==> config.mk <==
export PLATFORM = sky130hd
export DESIGN_NAME = tmr_core
export DESIGN_NICKNAME = d
export VERILOG_FILES = /design/src/tmr_pkg.sv /design/src/tmr_core.sv /design/src/tmr_prescale.sv
export SDC_FILE = /design/constraint.sdc
export NUM_CORES = 1
export LEC_CHECK = 0
export BUFFER_PORTS_ARGS = -buffer_cell sky130_fd_sc_hd__buf_2
export CAP_MARGIN = 10
export CORE_UTILIZATION = 45
export DETAILED_ROUTE_END_ITERATION = 7
export SYNTH_ARGS = -nofsm -noshare
export SYNTH_HDL_FRONTEND = slang
export SYNTH_SLANG_ARGS = --single-unit
==> constraint.sdc <==
create_clock -name mclk -period 3.2 [get_ports mclk]
set_input_delay 0.32 -clock mclk [delete_from_list [all_inputs] [get_ports mclk]]
set_output_delay 0.32 -clock mclk [all_outputs]
set_load 0.05 [all_outputs]
==> src/tmr_pkg.sv <==
package tmr_pkg;

   // Register port addresses
   localparam logic [2:0] ADDR_CTRL = 3'h0;
   localparam logic [2:0] ADDR_COUNT = 3'h1;
   localparam logic [2:0] ADDR_COMPARE = 3'h2;
   localparam logic [2:0] ADDR_FLAGS = 3'h3;
   localparam logic [2:0] ADDR_PORT = 3'h4;

   // Count landmarks
   localparam logic [7:0] COUNT_BOTTOM = 8'h00;
   localparam logic [7:0] COUNT_MAX = 8'hff;
   localparam logic [7:0] COUNT_STEP = 8'h01;
   localparam logic [7:0] REG_RESET = 8'h00;
   localparam logic [7:0] READ_ZERO = 8'h00;

   // Waveform select values
   localparam logic [1:0] WGM_NORMAL = 2'h0;
   localparam logic [1:0] WGM_PHASE = 2'h1;
   localparam logic [1:0] WGM_CTC = 2'h2;
   localparam logic [1:0] WGM_FAST = 2'h3;

   // Compare output actions
   localparam logic [1:0] ACT_NONE = 2'h0;
   localparam logic [1:0] ACT_TOGGLE = 2'h1;
   localparam logic [1:0] ACT_CLEAR = 2'h2;
   localparam logic [1:0] ACT_SET = 2'h3;

   // Flag and port register bit positions
   localparam int FLAG_WRAP_BIT = 0;
   localparam int FLAG_MATCH_BIT = 1;
   localparam int PORT_DATA_BIT = 0;
   localparam int PORT_DIR_BIT = 1;

   // Clock select codes and prescale masks
   localparam logic [2:0] CS_STOP = 3'h0;
   localparam logic [2:0] CS_DIV1 = 3'h1;
   localparam logic [2:0] CS_DIV8 = 3'h2;
   localparam logic [2:0] CS_DIV32 = 3'h3;
   localparam logic [2:0] CS_DIV64 = 3'h4;
   localparam logic [2:0] CS_DIV128 = 3'h5;
   localparam logic [2:0] CS_DIV256 = 3'h6;
   localparam logic [9:0] MASK_DIV1 = 10'h000;
   localparam logic [9:0] MASK_DIV8 = 10'h007;
   localparam logic [9:0] MASK_DIV32 = 10'h01f;
   localparam logic [9:0] MASK_DIV64 = 10'h03f;
   localparam logic [9:0] MASK_DIV128 = 10'h07f;
   localparam logic [9:0] MASK_DIV256 = 10'h0ff;
   localparam logic [9:0] MASK_DIV1024 = 10'h3ff;
   localparam logic [9:0] DIV_STEP = 10'h001;
   localparam logic [9:0] DIV_RESET = 10'h000;

   // Control register layout, bit 7 down to bit 0
   typedef struct packed {
      logic force_match_strobe;
      logic wgm_low;
      logic [1:0] compare_output_action;
      logic wgm_high;
      logic [2:0] clk_sel;
   } tmr_ctrl_t;

   // Register port request
   typedef struct packed {
      logic [2:0] addr;
      logic [7:0] wdata;
      logic wr;
      logic rd;
   } tmr_bus_t;

   // Pin drive
   typedef struct packed {
      logic out;
      logic oe;
   } tmr_pin_t;

endpackage

==> src/tmr_core.sv <==
`timescale 1ns/1ps
module tmr_core (
   // Clock and reset
   input wire logic mclk,
   input wire logic reset_n,
   // Register port
   input wire tmr_pkg::tmr_bus_t bus,
   output logic [7:0] rdata,
   // Interrupt acknowledge from the processor
   input wire logic wrap_ack,
   input wire logic match_ack,
   // Event flags
   output logic wrap_flag,
   output logic match_flag,
   // Output pin
   output tmr_pkg::tmr_pin_t pin
);
   import tmr_pkg::*;

   tmr_ctrl_t ctrl;
   tmr_ctrl_t w_ctrl;
   logic [7:0] count_value;
   logic [7:0] compare_buf;
   logic [7:0] compare_live;
   logic compare_output_state;
   logic match_block;
   logic port_data;
   logic pin_direction_bit;

   logic [7:0] next_count;
   logic [7:0] next_compare_live;
   logic [7:0] next_rdata;
   logic next_state;
   logic next_block;
   logic next_wrap;
   logic next_match;
   tmr_pin_t next_pin;

   wire tick;
   wire wr_ctrl;
   wire wr_count;
   wire wr_compare;
   wire wr_flags;
   wire wr_port;
   wire [1:0] waveform_select;
   wire [1:0] action;
   wire is_pwm;
   wire is_ctc;
   wire is_fast;
   wire [7:0] cmp_val;
   wire cmp_eq;
   wire at_max;
   wire match_ev;
   wire top_ev;
   wire ctc_clear;
   wire force_ev;
   wire wrap_set;
   wire wrap_clr;
   wire match_clr;
   wire override;

   // Output state after a non-PWM match or a forced match
   function automatic logic np_action(input logic st, input logic [1:0] act);
      case (act)
         ACT_TOGGLE: np_action = ~st;
         ACT_CLEAR: np_action = 1'b0;
         ACT_SET: np_action = 1'b1;
         default: np_action = st;
      endcase
   endfunction

   // Fast PWM output; bottom wins so compare at maximum stays steady
   function automatic logic pwm_action(input logic st, input logic [1:0] act,
                                       input logic m, input logic bottom);
      case (act)
         ACT_TOGGLE: pwm_action = m ? ~st : st;
         ACT_CLEAR: pwm_action = bottom ? 1'b1 : (m ? 1'b0 : st);
         ACT_SET: pwm_action = bottom ? 1'b0 : (m ? 1'b1 : st);
         default: pwm_action = st;
      endcase
   endfunction

   tmr_prescale u_prescale (
      .mclk(mclk),
      .reset_n(reset_n),
      .clk_sel(ctrl.clk_sel),
      .tick(tick)
   );

   // Address decode
   assign w_ctrl = tmr_ctrl_t'(bus.wdata);
   assign wr_ctrl = bus.wr && (bus.addr == ADDR_CTRL);
   assign wr_count = bus.wr && (bus.addr == ADDR_COUNT);
   assign wr_compare = bus.wr && (bus.addr == ADDR_COMPARE);
   assign wr_flags = bus.wr && (bus.addr == ADDR_FLAGS);
   assign wr_port = bus.wr && (bus.addr == ADDR_PORT);

   // Mode decode
   assign waveform_select = {ctrl.wgm_high, ctrl.wgm_low};
   assign action = ctrl.compare_output_action;
   assign is_ctc = (waveform_select == WGM_CTC);
   assign is_fast = (waveform_select == WGM_FAST);
   assign is_pwm = is_fast || (waveform_select == WGM_PHASE);

   // Compare path; PWM modes see the loaded copy
   assign cmp_val = is_pwm ? compare_live : compare_buf;
   assign cmp_eq = (count_value == cmp_val);
   assign at_max = (count_value == COUNT_MAX);
   assign match_ev = tick && cmp_eq && !match_block;
   assign top_ev = tick && at_max;
   assign ctc_clear = is_ctc && match_ev;

   // Forced match only in non-PWM modes, using the written action
   assign force_ev = wr_ctrl && w_ctrl.force_match_strobe
                     && ({w_ctrl.wgm_high, w_ctrl.wgm_low} != WGM_FAST)
                     && ({w_ctrl.wgm_high, w_ctrl.wgm_low} != WGM_PHASE);

   // Wrap when leaving maximum toward zero, except in phase mode; a count write takes priority
   assign wrap_set = top_ev && !wr_count
                     && (waveform_select != WGM_PHASE);
   assign wrap_clr = wrap_ack || (wr_flags && bus.wdata[FLAG_WRAP_BIT]);
   assign match_clr = match_ack || (wr_flags && bus.wdata[FLAG_MATCH_BIT]);

   // Pin source chosen by action alone
   assign override = (action != ACT_NONE);

   // Counter: software write wins over clear and count
   always_comb begin
      if (wr_count) begin
         next_count = bus.wdata;
      end else if (ctc_clear) begin
         next_count = COUNT_BOTTOM;
      end else if (tick) begin
         next_count = count_value + COUNT_STEP;
      end else begin
         next_count = count_value;
      end
   end

   // Match block lasts until the next tick
   always_comb begin
      if (wr_count) begin
         next_block = 1'b1;
      end else if (tick) begin
         next_block = 1'b0;
      end else begin
         next_block = match_block;
      end
   end

   // Buffered compare load at top in PWM modes
   always_comb begin
      if (!is_pwm || top_ev) begin
         next_compare_live = compare_buf;
      end else begin
         next_compare_live = compare_live;
      end
   end

   // Flags: a set in the clearing cycle wins
   always_comb begin
      next_wrap = wrap_set || (wrap_flag && !wrap_clr);
      next_match = match_ev || (match_flag && !match_clr);
   end

   // Output state
   always_comb begin
      if (force_ev) begin
         next_state = np_action(compare_output_state,
                                w_ctrl.compare_output_action);
      end else if (is_fast) begin
         next_state = pwm_action(compare_output_state, action,
                                 match_ev, top_ev);
      end else if (match_ev && (waveform_select != WGM_PHASE)) begin
         next_state = np_action(compare_output_state, action);
      end else begin
         next_state = compare_output_state;
      end
   end

   // Pin drive
   always_comb begin
      next_pin.out = override ? compare_output_state : port_data;
      next_pin.oe = pin_direction_bit;
   end

   // Read mux
   always_comb begin
      next_rdata = READ_ZERO;
      if (bus.rd) begin
         case (bus.addr)
            ADDR_CTRL: next_rdata = {1'b0, bus.rd ? ctrl[6:0] : 7'h00};
            ADDR_COUNT: next_rdata = count_value;
            ADDR_COMPARE: next_rdata = compare_buf;
            ADDR_FLAGS: next_rdata = {6'h00, match_flag, wrap_flag};
            ADDR_PORT: next_rdata = {5'h00, compare_output_state,
                                     pin_direction_bit, port_data};
            default: next_rdata = READ_ZERO;
         endcase
      end
   end

   // Control register; strobe bit is never stored
   always_ff @(posedge mclk or negedge reset_n) begin
      if (!reset_n) begin
         ctrl <= tmr_ctrl_t'(REG_RESET);
      end else if (wr_ctrl) begin
         ctrl <= {1'b0, bus.wdata[6:0]};
      end
   end

   // Port data and direction
   always_ff @(posedge mclk or negedge reset_n) begin
      if (!reset_n) begin
         port_data <= 1'b0;
         pin_direction_bit <= 1'b0;
      end else if (wr_port) begin
         port_data <= bus.wdata[PORT_DATA_BIT];
         pin_direction_bit <= bus.wdata[PORT_DIR_BIT];
      end
   end

   // Compare buffer written by software
   always_ff @(posedge mclk or negedge reset_n) begin
      if (!reset_n) begin
         compare_buf <= REG_RESET;
      end else if (wr_compare) begin
         compare_buf <= bus.wdata;
      end
   end

   // Counter and compare datapath
   always_ff @(posedge mclk or negedge reset_n) begin
      if (!reset_n) begin
         count_value <= REG_RESET;
         compare_live <= REG_RESET;
         match_block <= 1'b0;
      end else begin
         count_value <= next_count;
         compare_live <= next_compare_live;
         match_block <= next_block;
      end
   end

   // Flags and output state
   always_ff @(posedge mclk or negedge reset_n) begin
      if (!reset_n) begin
         wrap_flag <= 1'b0;
         match_flag <= 1'b0;
         compare_output_state <= 1'b0;
      end else begin
         wrap_flag <= next_wrap;
         match_flag <= next_match;
         compare_output_state <= next_state;
      end
   end

   // Registered outputs; one mclk behind the state that feeds them
   always_ff @(posedge mclk or negedge reset_n) begin
      if (!reset_n) begin
         pin <= tmr_pin_t'(2'h0);
         rdata <= READ_ZERO;
      end else begin
         pin <= next_pin;
         rdata <= next_rdata;
      end
   end

endmodule

==> src/tmr_prescale.sv <==
`timescale 1ns/1ps
module tmr_prescale (
   // Clock and reset
   input wire logic mclk,
   input wire logic reset_n,
   // Clock select
   input wire logic [2:0] clk_sel,
   // Timer tick, one mclk wide
   output logic tick
);
   import tmr_pkg::*;

   logic [9:0] div;
   logic [9:0] mask;

   function automatic logic [9:0] sel_mask(input logic [2:0] sel);
      case (sel)
         CS_DIV1: sel_mask = MASK_DIV1;
         CS_DIV8: sel_mask = MASK_DIV8;
         CS_DIV32: sel_mask = MASK_DIV32;
         CS_DIV64: sel_mask = MASK_DIV64;
         CS_DIV128: sel_mask = MASK_DIV128;
         CS_DIV256: sel_mask = MASK_DIV256;
         default: sel_mask = MASK_DIV1024;
      endcase
   endfunction

   // Free running divider; phase is not reset on select change
   always_ff @(posedge mclk or negedge reset_n) begin
      if (!reset_n) begin
         div <= DIV_RESET;
      end else begin
         div <= div + DIV_STEP;
      end
   end

   assign mask = sel_mask(clk_sel);
   assign tick = (clk_sel != CS_STOP) && ((div & mask) == mask);

endmodule

==> metrics.txt <==
Worst setup endpoint=compare_output_state$_DFFE_PN0P_; switching share of power=0.331; CTS tree=done; largest net degree at the start of global routing=49; gp weighted congestion=0.865; share of the synthesized area in the top cell type=0.479; Seq cells post-synth=57; combinational power share=0.273; final worst path period need=2580 ps; drt first-iter violations=145; PwrDens=751 nW/um^2; relative slew slack=0.278; crit-path max FO=14; worst-margin pin slew=1080 ps; VDD IR max=0.000343 V; crit end category=register; Die Ht=83.4 um; register area share after synthesis=0.479; Worst R2R Path Depth=6; Vias=2198; Final Skew=7.84 ps; Die ar.=6950 um^2; Final Setup Violations=0; IO buf count=28; reg2reg setup slack=620 ps; Hold-fix buffers, CTS=0; clock tree buffer depth=2; layout cells sized above 1=0.261; drt first pass iters=4; Internal=0.00170 W; vias in the first global route=2034; Fillers=583; Slew Limit Fails=0; grt total ovfl=0; Root Driver=clkbuf_8; Net Switching=0.000842 W; Clk pin slew, worst setup/hold paths=60 ps; Clock Sinks=57; period utilization=0.807; Reg power frac=0.423; WHS=183 ps; EDFF count, synth=0; Setup TNS=0 ps; Max Freq=0.387 GHz; Mapped Avg Cell Area=10.9 um^2; mapped cell area=2980 um^2; Synth area leaders=dfrtp_1 (48%), mux2_2 (10%), mux2i_1 (5.4%); Setup CP Type=register to register; commonest cells in the netlist=dfrtp_1 (57), mux2_2 (27), nand2_1 (25), nor2_1 (22), mux2i_1 (16); DRT antenna net count=0; Num CTS Buffers=9; reg2reg start=ctrl[6]$_DFFE_PN0P_; Main synth FF type=dfrtp_1; total setup buffers inserted after CTS=0; initial antenna violation count=0; Die W=83.4 um; DR DRC count=0; vias per cell=5.74; routed len/inst=17.3 um; first-pass GRT wire length=11000 um; Nets=321; hpwl dp=4620 um; # Max-Cap Violations=0; Post-Syn Instances=274; Synth Net Count=293; area grow syn2layout=13.6%; I/O pins=29; Ys Warns=0; CTS H-tree depth=3; most common cell in the netlist=dfrtp_1; Unique masters post-synth=47; worst endpoint required time=3430 ps; Critical Path AT=2810 ps; RSZ-0062 raised after global routing=no; Clk pwr share=0.304; clk_lat worst skew=340 ps; r2r endpoint=compare_output_state$_DFFE_PN0P_; Post-Route WL=6620 um; Initial Util=0.466; row cnt=29; core box area=6390 um^2; leakage power=1.50 nW; GRT Util Overall=0.206; Hold Crit Class=input port to async pin; Hold Fails Final Rpt=0; run status=finished clean; ANT cells=0; cells resized by post-CTS repair=0; Setup crit start=ctrl[6]$_DFFE_PN0P_; ys async rst share=1.00; crit start category=register; leading area contributor after synthesis=dfrtp_1
==> layout by cell type, fill, tap and decap left out, drive strengths merged, types with 3 or more instances in the layout <==
master   n
dfrtp   57
buf     30
mux2    27
nand2   25
nor2    22
mux2i   16
nand3   14
clkbuf  13
xnor2   11
nor2b    9
inv      7
and3     6
a31oi    6
a21oi    4
xor2     4
or2      4
nand3b   4
a22oi    4
o21ai    4
and2     3
o221ai   3
a22o     3
==> per-layer routing <==
layer	track usage	up-vias	part of all wire
met3	0.0398	17	0.051
met5	0	-	0
met2	0.290	77	0.43
li1	-	1048	-
met4	0.108	0	0.030
met1	0.300	1056	0.49
==> cells by family (layout without fill, tap and decap cells) <==
kind of cell,Yosys count,in the layout,synth area share
AOI/OAI and AO/OA,39,39,0.102
xor gates and xnor gates,15,15,0.0441
adders and majority gates,2,2,0.00840
buffers and inverters,20,52,0.0336
DFF,57,57,0.479
muxes,43,43,0.156
and+or+nand+nor,98,98,0.178
==> sequential cells by signal (all words and copies together) (netlist names) <==
register              cells
action                    2
compare_buf               8
compare_live              8
compare_output_state      1
count_value               8
ctrl                      5
match_block               1
match_flag                1
pin                       2
pin_direction_bit         1
port_data                 1
rdata                     8
u_prescale.div           10
wrap_flag                 1
==> layout make-up <==
cell class,instances,area (um^2),share of cell area
inverters,7,26.3,0.00776
repair buffers,30,155,0.0458
clock inverters,2,60.1,0.0177
well taps,77,96.3,0.0285
flip-flops and latches,57,1430,0.421
multi-input cells,197,1450,0.429
clock buffers,13,169,0.0499
==> power by group through the flow <==
stage / sequential (W) / combinational (W) / clock, W
after detailed placement: 0.00108 / 0.000693 / 0
final: 0.00108 / 0.000694 / 0.000773
after floorplan: 0.00104 / 0.000570 / 0
after CTS: 0.00107 / 0.000695 / 0.000789
after global placement: 0.00108 / 0.000695 / 0
after global routing: 0.00110 / 0.000757 / 0.000825
==> critical path, cell delays in order, from the launching register on <==
cell and delay, ps:
dfrtp_1 740, mux2i_1 350, xnor2_1 150, nor4_4 370, a31oi_1 160, a2111oi_2 320, mux2_2 380
==> worst min path at each step <==
stage,from,to,slack (ps),depth (start not counted)
floorplan,reset_n,action[0]$_DFFE_PN0P_,20,0
global placement,pin_direction_bit$_DFFE_PN0P_,pin[0]$_DFF_PN0_,390,0
detailed placement,pin_direction_bit$_DFFE_PN0P_,pin[0]$_DFF_PN0_,390,0
CTS,reset_n,pin[0]$_DFF_PN0_,210,1
global route,bus[0],rdata[2]$_DFF_PN0_,240,2
finish,reset_n,pin[0]$_DFF_PN0_,180,1
==> per-stage QoR <==
stage	area (um^2)	util	instances	total power (W)	setup slack [ps]
floorplan	2980	-	274	0.00161	1050
detailed placement	3160	0.494	368	0.00178	673
global route	3390	0.530	383	0.00269	497
finish	3390	0.530	383	0.00254	616
CTS	3390	0.530	383	0.00256	660
global placement	3160	0.494	368	0.00178	637
No activity file was read; power rests on OpenSTA's default activity.
